File: src/stm_cfg.svh
// Constants of the standard timer mode engine: codes and reset values.
// Assumes inclusion by bare name from the design modules.
`ifndef STM_CFG_SVH
`define STM_CFG_SVH

// ****************************************************************
// Mode select codes
// ****************************************************************
`define STM_MODE_COMPARE   2'b00
`define STM_MODE_UNDEF     2'b01
`define STM_MODE_PWM_PULSE 2'b10
`define STM_MODE_COUNTER   2'b11

// ****************************************************************
// Pin action codes
// ****************************************************************
`define STM_ACT_NONE       2'b00
`define STM_ACT_LOW        2'b01
`define STM_ACT_HIGH       2'b10
`define STM_ACT_TOGGLE     2'b11
`define STM_PWM_INACTIVE   2'b00
`define STM_PWM_ACTIVE     2'b01
`define STM_PWM_WAVE       2'b10
`define STM_PULSE_SEL      2'b11

// ****************************************************************
// Reset values
// ****************************************************************
`define STM_RST_COUNT      16'h0000
`define STM_RST_FLAG       1'b0
`define STM_RST_RUN        1'b0
`define STM_RST_PIN        1'b0

`endif

File: src/stm_mode_engine_end.sv
// Holds no logic of its own; the mode engine and its two submodules stand elsewhere.
// Assumes nothing of its surroundings.

File: src/stm_pkg.sv
// Types shared by the standard timer mode engine modules.
// Assumes stm_cfg.svh is on the include path.
package stm_pkg;

  // ****************************************************************
  // Operating mode, one-hot
  // ****************************************************************
  typedef enum logic [3:0]
  {
    STM_M_COMPARE = 4'b0001,
    STM_M_PWM     = 4'b0010,
    STM_M_PULSE   = 4'b0100,
    STM_M_COUNTER = 4'b1000
  } stm_mode_type;

endpackage : stm_pkg

File: src/stm_core_if.sv
// Link between the mode control and the counter core.
// Assumes both ends run on the same core clock.
interface stm_core_if #(
  parameter int CNT_W = 16,
  parameter int P_W   = 8
);
  logic             tick;
  logic             run;
  logic             restart;
  logic             clearHit;
  logic [CNT_W-1:0] cmpA;
  logic [P_W-1:0]   cmpP;
  logic [CNT_W-1:0] count;
  logic             matchA;
  logic             matchP;

  modport core (
    input  tick,
    input  run,
    input  restart,
    input  clearHit,
    input  cmpA,
    input  cmpP,
    output count,
    output matchA,
    output matchP
  );

  modport ctrl (
    output tick,
    output run,
    output restart,
    output clearHit,
    output cmpA,
    output cmpP,
    input  count,
    input  matchA,
    input  matchP
  );
endinterface : stm_core_if

File: src/stm_counter_core.sv
// Up-counter with the two comparators of the standard timer.
// Assumes tick is a one-cycle enable from the clock selection outside.
`include "stm_cfg.svh"
module stm_counter_core
  import stm_pkg::*;
#(
  parameter int CNT_W = 16,
  parameter int P_W   = 8
)(
  input wire logic core_clk,
  input wire logic nrst,
  stm_core_if.core bus
);

  localparam int LOW_W = CNT_W - P_W;

  logic [CNT_W-1:0] count_reg;
  logic [CNT_W-1:0] count_next;
  logic [CNT_W:0]   incrWide;
  logic [P_W:0]     pTarget;

  // ****************************************************************
  // Comparators on the value the counter is about to reach
  // ****************************************************************
  assign incrWide    = {1'b0, count_reg} + {{CNT_W{1'b0}}, 1'b1};
  assign pTarget     = (bus.cmpP == '0) ? {1'b1, {P_W{1'b0}}} : {1'b0, bus.cmpP};
  assign bus.matchA  = (incrWide == {1'b0, bus.cmpA});
  assign bus.matchP  = (incrWide[CNT_W:LOW_W] == pTarget) &&
                       (incrWide[LOW_W-1:0] == '0);

  // ****************************************************************
  // Count
  // ****************************************************************
  assign count_next = bus.restart ? '0 :
                      (bus.tick && bus.run) ?
                      (bus.clearHit ? '0 : incrWide[CNT_W-1:0]) : count_reg;
  assign bus.count  = count_reg;

  always_ff @(posedge core_clk or negedge nrst)
  begin
    if (!nrst)
      count_reg <= `STM_RST_COUNT;
    else
      count_reg <= count_next;
  end

endmodule : stm_counter_core

File: src/stm_mode_engine.sv
// Operating-mode logic of the standard timer: compare, counter, PWM, single pulse.
// Assumes control bits and the trigger pin are synchronous to core_clk and that
// timerClkEn is a one-cycle pulse of the selected counter clock.
`include "stm_cfg.svh"
module stm_mode_engine
  import stm_pkg::*;
#(
  parameter int CNT_W = 16,
  parameter int P_W   = 8
)(
  input  wire logic             core_clk,
  input  wire logic             nrst,
  input  wire logic             timerClkEn,
  input  wire logic             modeSelectHi,
  input  wire logic             modeSelectLo,
  input  wire logic             pinActionHi,
  input  wire logic             pinActionLo,
  input  wire logic             outputInitialLevel,
  input  wire logic             outputInvert,
  input  wire logic             dutyPeriodSwap,
  input  wire logic             clearSourceSelect,
  input  wire logic             counterRunWrite,
  input  wire logic             counterRunData,
  input  wire logic [CNT_W-1:0] compareAValue,
  input  wire logic [P_W-1:0]   comparePValue,
  input  wire logic             externalTriggerPin,
  input  wire logic             triggerFallingEdge,
  input  wire logic             matchAFlagClear,
  input  wire logic             matchPFlagClear,
  output logic                  counterRun,
  output logic [CNT_W-1:0]      counterValue,
  output logic                  matchAFlag,
  output logic                  matchPFlag,
  output logic                  timerOutputPin,
  output logic                  timerOutputPinEn
);

  localparam int LOW_W = CNT_W - P_W;

  stm_core_if #(.CNT_W(CNT_W), .P_W(P_W)) coreBus ();

  logic [1:0]       modeBits;
  logic [1:0]       actBits;
  stm_mode_type     modeSel;
  logic             cmpLike;
  logic             trigEdge;
  logic             runRise;
  logic             tickRun;
  logic             aHit;
  logic             pHit;
  logic             periodHit;
  logic [CNT_W:0]   pScaled;
  logic [CNT_W:0]   aWide;
  logic [CNT_W:0]   dutyWide;
  logic [CNT_W:0]   periodWide;
  logic             waveActive;
  logic             activeLevel;
  logic             setA;
  logic             setP;
  logic             cmpLevelHit;
  logic             rawPin;
  logic             counterRun_reg;
  logic             counterRun_next;
  logic             runPrev_reg;
  logic             matchAFlag_reg;
  logic             matchAFlag_next;
  logic             matchPFlag_reg;
  logic             matchPFlag_next;
  logic             cmpLevel_reg;
  logic             cmpLevel_next;
  logic             pin_reg;
  logic             pin_next;
  logic             pinEn_reg;
  logic             pinEn_next;

  // ****************************************************************
  // Mode decode
  // ****************************************************************
  assign modeBits = {modeSelectHi, modeSelectLo};
  assign actBits  = {pinActionHi, pinActionLo};
  assign modeSel  = (modeBits == `STM_MODE_COMPARE) ? STM_M_COMPARE :
                    (modeBits != `STM_MODE_PWM_PULSE) ? STM_M_COUNTER :
                    (actBits == `STM_PULSE_SEL) ? STM_M_PULSE : STM_M_PWM;
  assign cmpLike  = (modeSel == STM_M_COMPARE) || (modeSel == STM_M_COUNTER);

  // ****************************************************************
  // Counter core and trigger
  // ****************************************************************
  stm_counter_core #(.CNT_W(CNT_W), .P_W(P_W)) stm_counter_core_inst (
    .core_clk (core_clk),
    .nrst     (nrst),
    .bus      (coreBus.core)
  );

  stm_trig_edge stm_trig_edge_inst (
    .core_clk   (core_clk),
    .nrst       (nrst),
    .trigPin    (externalTriggerPin),
    .fallingSel (triggerFallingEdge),
    .trigEdge   (trigEdge)
  );

  assign runRise   = counterRun_reg && !runPrev_reg;
  assign tickRun   = timerClkEn && counterRun_reg;
  assign aHit      = tickRun && coreBus.matchA;
  assign pHit      = tickRun && coreBus.matchP;
  assign periodHit = dutyPeriodSwap ? aHit : pHit;

  assign coreBus.tick     = timerClkEn;
  assign coreBus.run      = counterRun_reg;
  assign coreBus.restart  = runRise;
  assign coreBus.cmpA     = compareAValue;
  assign coreBus.cmpP     = comparePValue;
  assign coreBus.clearHit = (modeSel == STM_M_PWM) ? periodHit :
                            (modeSel == STM_M_PULSE) ? 1'b0 :
                            (clearSourceSelect ? aHit : pHit);

  // ****************************************************************
  // Duty and period
  // ****************************************************************
  assign pScaled    = (comparePValue == '0) ? {1'b1, {CNT_W{1'b0}}} :
                      {1'b0, comparePValue, {LOW_W{1'b0}}};
  assign aWide      = (compareAValue == '0) ? {1'b1, {CNT_W{1'b0}}} :
                      {1'b0, compareAValue};
  assign dutyWide   = dutyPeriodSwap ? pScaled : {1'b0, compareAValue};
  assign periodWide = dutyPeriodSwap ? aWide : pScaled;
  assign waveActive = counterRun_reg &&
                      (({1'b0, coreBus.count} < dutyWide) || (dutyWide >= periodWide));

  // ****************************************************************
  // Run bit
  // ****************************************************************
  assign counterRun_next = ((modeSel == STM_M_PULSE) && aHit) ? 1'b0 :
                           ((modeSel == STM_M_PULSE) && trigEdge) ? 1'b1 :
                           counterRunWrite ? counterRunData : counterRun_reg;

  // ****************************************************************
  // Flags, set wins over clear
  // ****************************************************************
  assign setA = aHit;
  assign setP = pHit && ((modeSel == STM_M_PWM) || (cmpLike && !clearSourceSelect));
  assign matchAFlag_next = setA || (matchAFlag_reg && !matchAFlagClear);
  assign matchPFlag_next = setP || (matchPFlag_reg && !matchPFlagClear);

  // ****************************************************************
  // Compare mode pin level
  // ****************************************************************
  assign cmpLevelHit = (modeSel == STM_M_COMPARE) && setA;

  always_comb
  begin
    cmpLevel_next = cmpLevel_reg;
    if (runRise)
      cmpLevel_next = outputInitialLevel;
    else if (cmpLevelHit)
    begin
      unique case (actBits)
        `STM_ACT_NONE:   cmpLevel_next = cmpLevel_reg;
        `STM_ACT_LOW:    cmpLevel_next = 1'b0;
        `STM_ACT_HIGH:   cmpLevel_next = 1'b1;
        `STM_ACT_TOGGLE: cmpLevel_next = !cmpLevel_reg;
      endcase
    end
  end

  // ****************************************************************
  // Output pin
  // ****************************************************************
  always_comb
  begin
    activeLevel = 1'b0;
    unique case (actBits)
      `STM_PWM_INACTIVE: activeLevel = 1'b0;
      `STM_PWM_ACTIVE:   activeLevel = 1'b1;
      `STM_PWM_WAVE:     activeLevel = waveActive;
      `STM_PULSE_SEL:    activeLevel = counterRun_reg;
    endcase
  end

  always_comb
  begin
    rawPin = 1'b0;
    unique case (modeSel)
      STM_M_COMPARE: rawPin = cmpLevel_reg;
      STM_M_PWM:     rawPin = activeLevel ? outputInitialLevel : !outputInitialLevel;
      STM_M_PULSE:   rawPin = activeLevel ? outputInitialLevel : !outputInitialLevel;
      STM_M_COUNTER: rawPin = 1'b0;
    endcase
  end

  assign pin_next   = (modeSel == STM_M_COUNTER) ? 1'b0 : (rawPin ^ outputInvert);
  assign pinEn_next = (modeSel != STM_M_COUNTER);

  // ****************************************************************
  // State registers
  // ****************************************************************
  always_ff @(posedge core_clk or negedge nrst)
  begin
    if (!nrst)
    begin
      counterRun_reg <= `STM_RST_RUN;
      runPrev_reg    <= `STM_RST_RUN;
      matchAFlag_reg <= `STM_RST_FLAG;
      matchPFlag_reg <= `STM_RST_FLAG;
      cmpLevel_reg   <= `STM_RST_PIN;
      pin_reg        <= `STM_RST_PIN;
      pinEn_reg      <= 1'b0;
    end
    else
    begin
      counterRun_reg <= counterRun_next;
      runPrev_reg    <= counterRun_reg;
      matchAFlag_reg <= matchAFlag_next;
      matchPFlag_reg <= matchPFlag_next;
      cmpLevel_reg   <= cmpLevel_next;
      pin_reg        <= pin_next;
      pinEn_reg      <= pinEn_next;
    end
  end

  assign counterRun       = counterRun_reg;
  assign counterValue     = coreBus.count;
  assign matchAFlag       = matchAFlag_reg;
  assign matchPFlag       = matchPFlag_reg;
  assign timerOutputPin   = pin_reg;
  assign timerOutputPinEn = pinEn_reg;
endmodule : stm_mode_engine

File: src/stm_trig_edge.sv
// Active edge detector for the external trigger pin.
// Assumes the pin is already synchronous to the core clock.
`include "stm_cfg.svh"
module stm_trig_edge
  import stm_pkg::*;
(
  input  wire logic core_clk,
  input  wire logic nrst,
  input  wire logic trigPin,
  input  wire logic fallingSel,
  output logic      trigEdge
);

  logic pinPrev_reg;

  // ****************************************************************
  // Edge select
  // ****************************************************************
  assign trigEdge = fallingSel ? (pinPrev_reg && !trigPin) : (!pinPrev_reg && trigPin);

  always_ff @(posedge core_clk or negedge nrst)
  begin
    if (!nrst)
      pinPrev_reg <= 1'b0;
    else
      pinPrev_reg <= trigPin;
  end

endmodule : stm_trig_edge

File: config.mk
export PLATFORM = sky130hd
export DESIGN_NAME = stm_mode_engine
export DESIGN_NICKNAME = d
export VERILOG_FILES = /design/src/stm_mode_engine_end.sv /design/src/stm_pkg.sv /design/src/stm_core_if.sv /design/src/stm_counter_core.sv /design/src/stm_mode_engine.sv /design/src/stm_trig_edge.sv
export VERILOG_INCLUDE_DIRS = /design/src
export SDC_FILE = /design/constraint.sdc
export NUM_CORES = 1
export LEC_CHECK = 0
export ABC_AREA = 0
export BUFFER_PORTS_ARGS = -buffer_cell sky130_fd_sc_hd__buf_4
export CAP_MARGIN = 20
export CORE_ASPECT_RATIO = 1.2
export CORE_MARGIN = 2
export CORE_UTILIZATION = 52
export CTS_BUF_LIST = sky130_fd_sc_hd__clkbuf_8
export DETAILED_ROUTE_END_ITERATION = 10
export GPL_ROUTABILITY_DRIVEN = 0
export GPL_TIMING_DRIVEN = 0
export PLACE_DENSITY = 0.9
export REMOVE_ABC_BUFFERS = 1
export SETUP_SLACK_MARGIN = 0.05
export SYNTH_ARGS = -nofsm -noshare
export SYNTH_HDL_FRONTEND = slang
export SYNTH_SLANG_ARGS = --single-unit
File: constraint.sdc
create_clock -name core_clk -period 2.8 [get_ports core_clk]
set_input_delay 0.28 -clock core_clk [delete_from_list [all_inputs] [get_ports core_clk]]
set_output_delay 0.28 -clock core_clk [all_outputs]
set_load 0.02 [all_outputs]
# After elaboration in Yosys (flattened, before gate mapping)
# Index checks and enable logic that the tools add are counted.
[totals] reg_bits=24 output_inout_bits=21 wordCells=89
[classes] n_addsub=1 magnitude_cmp=2 n_eq_ne=12 n_mux=26 n_bitwise=1 reduce_logical=38
[op_table] cell="$mux 17" count=4
[op_table] cell="$mux 16" count=3
[op_table] cell="$add 16x1->17 const B" count=1
[op_table] cell="$eq 17x16->1" count=1
[op_table] cell="$ge 17x17->1" count=1
[op_table] cell="$lt 16x17->1" count=1
[op_table] cell="$logic_not 16->1" count=1
[op_table] cell="$logic_not 8->1" count=2
[op_table] cell="$logic_and 1x1->1" count=15
[op_table] cell="$mux 1" count=12
[op_table] cell="$eq 9x9->1" count=1
[op_table] cell="$mux 9" count=1
[op_table] cell="$logic_not 1->1" count=8
[op_table] cell="$mux 4" count=2
[op_table] cell="$pmux 1 s3" count=2
[op_table] cell="$logic_or 1x1->1" count=5
[op_table] cell="$eq 2x2->1 const B" count=2
[op_table] cell="$eq 4x1->1 const B" count=1
[op_table] cell="$eq 4x2->1 const B" count=1
[op_table] cell="$eq 4x3->1 const B" count=1
[op_table] cell="$eq 4x4->1 const B" count=1
[op_table] cell="$logic_not 2->1" count=2
[op_table] cell="$ne 4x4->1 const B" count=1
[op_table] cell="$pmux 1 s4" count=1
[op_table] cell="9 further kinds" count=10

# Longest topological paths before layout
[logic_depth] ltp_word=11 mapped_depth=13 mapped_depth_nobuf=12

# Modules after synthesis
# Synthesis repeated with hierarchy kept, for this count alone.
[hier_totals] cells_unflattened=370 area_unflattened_um2=2954.1
[modules_own_cells] module="stm_counter_core" instances=1 cells_each=214 area_per_inst_um2=1646.6 seq_area_each_um2=400.4
[modules_own_cells] module="stm_mode_engine" instances=1 cells_each=152 area_per_inst_um2=1260.0 seq_area_each_um2=175.2
[modules_own_cells] module="stm_trig_edge" instances=1 cells_each=4 area_per_inst_um2=47.5 seq_area_each_um2=25.0

# Worst setup path after synthesis
# No wires, ideal clock.
[synth_timing] path_type="input-to-reg" startpoint="input port dutyPeriodSwap" endpoint="register pin_reg (netlist: timerOutputPin)" arrival_ns=3.094 slack_ns=-0.419 path_stages=13 path_cell_list="clkbuf_1 > clkbuf_1 > buf_1 > mux2i_1 > ha_1 > a21o_1 > a211oi_1 > o21a_1 > o311ai_0 > o21ai_0 > xor2_1 > mux2i_1 > mux2_2"
[synth_between] elab_chain_len=9 elab_cells_between_ends=11 classes_between="order compare: 2; mux: 6; bitwise: 1; reduce/logical: 2"
[synth_lines] item="from (decl)" line_no="stm_mode_engine.sv:20" text="input wire logic dutyPeriodSwap,"
[synth_lines] item="$mux 17 (on tied branches)" line_no="stm_mode_engine.sv:125, stm_mode_engine.sv:126"
[synth_lines] item="$lt 16x17->1 or $ge 17x17->1 (tied branches)" line_no="stm_mode_engine.sv:128" text="(({1'b0, coreBus.count} < dutyWide) || (dutyWide >= periodWide));"
[synth_lines] item="$logic_or 1x1->1 (*)" line_no="stm_mode_engine.sv:128"
[synth_lines] item="$logic_and 1x1->1 (*)" line_no="stm_mode_engine.sv:127" text="assign waveActive = counterRun_reg &&"
[synth_lines] item="$pmux 1 s4 (*)" line_no="stm_mode_engine.sv:172" text="unique case (actBits)"
[synth_lines] item="$mux 1 (*)" line_no="stm_mode_engine.sv:185, stm_mode_engine.sv:186"
[synth_lines] item="$pmux 1 s3 (*)" line_no="stm_mode_engine.sv:183" text="unique case (modeSel)"
[synth_lines] item="$xor 1x1->1 (*)" line_no="stm_mode_engine.sv:191" text="assign pin_next = (modeSel == STM_M_COUNTER) ? 1'b0 : (rawPin ^ outputInvert);"
[synth_lines] item="$mux 1 (*)" line_no="stm_mode_engine.sv:191"
[synth_lines] item="named net pin_next" line_no="stm_mode_engine.sv:72" text="logic pin_next;"
[synth_lines] item="to (signal assigned)" line_no="stm_mode_engine.sv:206" text="pin_reg <= `STM_RST_PIN;"
[synth_lines] item="to (signal assigned)" line_no="stm_mode_engine.sv:216" text="pin_reg <= pin_next;"
[synth_lines] item="to (decl)" line_no="stm_mode_engine.sv:71" text="logic pin_reg;"
# Mark *: on every way through the listed nets, which the timed path passes. The rest lies on a longest branch.
# A chain may end at the register's enable or synchronous reset.

# Worst setup path in the final report
[layout_timing] startpoint="register stm_counter_core_inst.count_reg[0] (netlist: stm_counter_core_inst.bus.count[0])" endpoint="register stm_counter_core_inst.count_reg[0] (netlist: stm_counter_core_inst.bus.count[0])"
[layout_between] elab_chain_len=10 elab_cells_between_ends=14 classes_between="add/sub: 1; eq/ne: 2; mux: 7; reduce/logical: 4"
[layout_lines] item="from (decl)" line_no="stm_counter_core.sv:17" text="logic [CNT_W-1:0] count_reg;"
[layout_lines] item="from (signal assigned)" line_no="stm_counter_core.sv:42" text="count_reg <= `STM_RST_COUNT;"
[layout_lines] item="from (signal assigned)" line_no="stm_counter_core.sv:44" text="count_reg <= count_next;"
[layout_lines] item="$add 16x1->17 (*)" line_no="stm_counter_core.sv:25" text="assign incrWide = {1'b0, count_reg} + {{CNT_W{1'b0}}, 1'b1};"
[layout_lines] item="$eq 9x9->1 or $logic_not 8->1 (tied branches)" line_no="stm_counter_core.sv:28, stm_counter_core.sv:29"
[layout_lines] item="$logic_and 1x1->1" line_no="stm_counter_core.sv:28" text="assign bus.matchP = (incrWide[CNT_W:LOW_W] == pTarget) &&"
[layout_lines] item="$logic_and 1x1->1" line_no="stm_mode_engine.sv:106" text="assign pHit = tickRun && coreBus.matchP;"
[layout_lines] item="$mux 1" line_no="stm_mode_engine.sv:116" text="(clearSourceSelect ? aHit : pHit);"
[layout_lines] item="$mux 1" line_no="stm_mode_engine.sv:115" text="(modeSel == STM_M_PULSE) ? 1'b0 :"
[layout_lines] item="$mux 1" line_no="stm_mode_engine.sv:114" text="assign coreBus.clearHit = (modeSel == STM_M_PWM) ? periodHit :"
[layout_lines] item="$mux 16 (*)" line_no="stm_counter_core.sv:36" text="(bus.clearHit ? '0 : incrWide[CNT_W-1:0]) : count_reg;"
[layout_lines] item="$mux 16 (*)" line_no="stm_counter_core.sv:35" text="(bus.tick && bus.run) ?"
[layout_lines] item="$mux 16 (*)" line_no="stm_counter_core.sv:34" text="assign count_next = bus.restart ? '0 :"
# Every way passes the cells marked *; elsewhere a longest branch is shown, timed or not. The select of a mux whose other input is x is not followed.

==> run summary <==
FINISH
-----------------------------------------------------------------------------------------------
Share of final-layout standard cells stronger than drive strength 1 ..............       41.99%
Final non-filler cell total ......................................................          507
Final nets .......................................................................          511
Commonest cells after routing, fill and taps aside ............................... 97 x sky130_fd_sc_hd__buf_4, 24 x sky130_fd_sc_hd__ha_1, 18 x sky130_fd_sc_hd__inv_1, 18 x sky130_fd_sc_hd__nand2_1, 17 x sky130_fd_sc_hd__nor2_1
Finished layout cell area ........................................................    4202 um^2
Antenna fix cells ................................................................            0
Filler Cell Count ................................................................          324
Most common cell after layout, fill and taps aside ............................... sky130_fd_sc_hd__buf_4
Flip-flop count of the largest register, all copies and words added ..............           16
Area delta synth->final ..........................................................       39.28%

HOLD PATH
-----------------------------------------------------------------------------------------------
Hold Crit Class .................................................................. primary input to register

POWER AND IR DROP
-----------------------------------------------------------------------------------------------
Portion of total power attributed to combinational logic .........................        39.3%
Switching part of the total ......................................................       35.23%
Sequential fraction of design power ..............................................        35.8%
Clock Power Share ................................................................        24.9%
Largest vdd supply drop ..........................................................     181.7 uV
Static Leak ......................................................................  0.001952 uW
Internal Power ...................................................................     683.7 uW
Cell Pwr Density ................................................................. 251.3 nW/um^2
Power dissipated by switching net loads ..........................................     371.9 uW

ROUTING
-----------------------------------------------------------------------------------------------
Initial detailed-routing violation count .........................................          447
Post-route antenna net violation count ...........................................            0
Sum of routed wire length over all layers ........................................     11500 um
Post-route DRC violation count ...................................................            0
Wire length per cell after detailed routing ......................................     22.69 um
Vias/cell ........................................................................        6.951
Vias post-DR .....................................................................         3524
Number of iterations in the first detailed-routing pass ..........................            5

STA
-----------------------------------------------------------------------------------------------
Max Clk Rate .....................................................................   0.3224 GHz
Final Worst Setup Slack ..........................................................   -0.3014 ns
Max Slew Vio Count ...............................................................            0
Unrepaired setup endpoints after global routing ..................................         true
Period Utilization, post-route ...................................................       110.8%
Clock skew .......................................................................   0.01232 ns
Final Hold Vio Count .............................................................            0
# setup viols final ..............................................................           17
Worst slew margin ................................................................       38.21%
Slew @ Worst Pin .................................................................    0.9207 ns
Sum of negative setup slack ......................................................    -4.242 ns
Post-layout min period ...........................................................     3.101 ns

SYNTHESIS
-----------------------------------------------------------------------------------------------
Synthesized instance count .......................................................          353
Post-synthesis register bit count ................................................           24
Number of enable-type register cells in the synthesized netlist ..................            0
Area of the mapped netlist .......................................................    3017 um^2
Post-synthesis async set-or-reset flop share .....................................       100.0%
Leading post-synthesis cells by cell area ........................................ sky130_fd_sc_hd__dfrtp_1 20%, sky130_fd_sc_hd__ha_1 11%, sky130_fd_sc_hd__xnor2_1 6.1%, sky130_fd_sc_hd__mux2i_1 4.3%, sky130_fd_sc_hd__xor2_1 4.1%
Avg Inst Size Synth ..............................................................   8.546 um^2
Distinct cell type count of the synthesized netlist ..............................           61
Main flop type after synthesis ................................................... sky130_fd_sc_hd__dfrtp_1
Cell type contributing the most total cell area after synthesis .................. sky130_fd_sc_hd__dfrtp_1
Area share of the largest cell type after synthesis ..............................       19.91%
Post-synthesis sequential area ratio .............................................       19.91%
Warning count from the yosys run .................................................            0

CLOCKING
-----------------------------------------------------------------------------------------------
CTS H-Tree Depth .................................................................            1
Clock buffers created by TritonCTS ...............................................            3
Cell chosen for the clock root ................................................... sky130_fd_sc_hd__clkbuf_8
Maximum buffer depth of the clock tree ...........................................            2
TritonCTS clock tree .............................................................        built
Clk sinks ........................................................................           24
Clock input transition at the sequential cells of the worst setup and hold paths .      0.09 ns
Later-pin clock latency in the skew report .......................................      0.29 ns

SETUP PATH
-----------------------------------------------------------------------------------------------
Worst-path cell with the longest stage delay ..................................... sky130_fd_sc_hd__dfrtp_2
CP peak stage delay ..............................................................      0.45 ns
Max FO, Critical Path ............................................................           14
Endpoint required time on the critical path ......................................      2.97 ns
Type of element launching the critical path ......................................     register
Critical path class .............................................................. register to register
Kind of cell adding the most delay to the critical path .......................... simple AND/OR/NAND/NOR gates
Critical path capture point type .................................................     register
Sequence of cells on the critical path ........................................... ha_4 > and4_4 > buf_12 > nand3_1 > xnor2_1 > a211oi_1 > nand2_1 > nor4b_4 > buf_4 > a211oi_4 > mux2_2
Arrival time worst endpoint ......................................................      3.27 ns
Worst path bufs/invs .............................................................            2

PLACEMENT
-----------------------------------------------------------------------------------------------
HPWL after DPL ...................................................................      6116 um
Number of instances in the placed design .........................................          457
Worst setup timing slack at the placement stage ..................................   -0.9455 ns
Port bufs ........................................................................           61
Post-detailed-placement cell area ................................................    3410 um^2

GRT
-----------------------------------------------------------------------------------------------
Global-route wire length before repair ...........................................     16240 um
Pin count of the biggest net entering global routing .............................           30
Number of global-route vias before repair ........................................         3242
Gr usage total ...................................................................       32.41%
Overflow after GRT ...............................................................            0
Antenna violations before repair .................................................            0

FLOORPLAN
-----------------------------------------------------------------------------------------------
Horizontal extent of the die .....................................................     73.53 um
Core Area ........................................................................    5630 um^2
Die Y ............................................................................     87.44 um
Total Die Area ...................................................................    6429 um^2
Effective utilization at floorplan ...............................................       53.58%
Boundary pin count ...............................................................           62
Row count ........................................................................           30

RUN
-----------------------------------------------------------------------------------------------
Max-cap violation count ..........................................................            0

STATUS
-----------------------------------------------------------------------------------------------
Violations in the final reports .................................................. negative setup slack
Result of the run ................................................................ complete, but fails checks

[through the flow]
stage	power, uW	util [%]	hold WS (ns)
after detailed placement	687.8	60.56	0.2068
after CTS	992.7	70.22	0.1330
after global placement	670.9	60.36	0.1990
final	1056	74.62	0.1232
after floorplan	550.2	-	-0.01559
after global routing	1092	74.62	0.1220
[synth_stat cells, types with 13 or more instances]
cell	n
sky130_fd_sc_hd__nand3_1	18
sky130_fd_sc_hd__dfrtp_1	24
sky130_fd_sc_hd__o21ai_0	16
sky130_fd_sc_hd__mux2i_1	13
sky130_fd_sc_hd__ha_1	26
sky130_fd_sc_hd__xor2_1	14
sky130_fd_sc_hd__nand2_1	21
sky130_fd_sc_hd__xnor2_1	21
sky130_fd_sc_hd__a21oi_1	18
sky130_fd_sc_hd__nor2_1	20
sky130_fd_sc_hd__inv_1	18
[final timing paths]
kind / start / end / slack [ns] / depth (start not counted)
min: externalTriggerPin / stm_trig_edge_inst.pinPrev_reg / 0.12 / 1
min reg2reg: matchAFlag / matchAFlag / 0.53 / 1
min in group asynchronous: nrst / counterRun / 0.43 / 2
max reg2reg: stm_counter_core_inst.bus.count[0] / stm_counter_core_inst.bus.count[0] / -0.30 / 11
max: stm_counter_core_inst.bus.count[0] / stm_counter_core_inst.bus.count[0] / -0.30 / 11
max in group asynchronous: nrst / stm_counter_core_inst.bus.count[1] / 2.09 / 2
[layer usage]
layer	GRT usage, %	part of all wire, %
met5	0	0
met4	17.02	8.0
met2	54.30	47
met1	39.46	35
met3	4.861	9.7
[cells by family (layout without fill, tap and decap cells)]
logic type	after synthesis	count (layout)	share of synthesized area (%)
adder cells (fa/ha/maj)	26	26	10.78
XOR/XNOR	37	37	11.45
multiplexers	23	23	8.046
buffers and inverters	40	129	7.423
AO/OA/AOI/OAI	73	74	16.38
flip-flops	24	24	19.91
AND/OR/NAND/NOR	130	130	26.01
[what timing repair did]
action                                  CTS  global route
gates cloned                              2             0
pin swaps                                33            19
gates resized for setup                  56            30
endpoints found under the setup margin   20            18
setup buffers                            33            10
endpoints found under the hold margin    24             0
hold buffers                              1             0
[cell type report]
type                            count  area [um^2]  area share, %
Multi-Input combinational cell    290         2506          59.65
Clock buffer                        4        55.05          1.310
Tap cell                           64        80.08          1.906
Timing Repair Buffer              107        875.8          20.85
Sequential cell                    24        616.8          14.68
Inverter                           18        67.56          1.608
[power groups by stage]
stage / sequential [uW] / combinational, uW / clock (uW)
after global placement: 384 / 286 / 0
final: 378 / 415 / 263
after floorplan: 391 / 160 / 0
after CTS: 375 / 368 / 249
after detailed placement: 385 / 302 / 0
after global routing: 380 / 439 / 273
No activity file was read; power rests on OpenSTA's default activity.
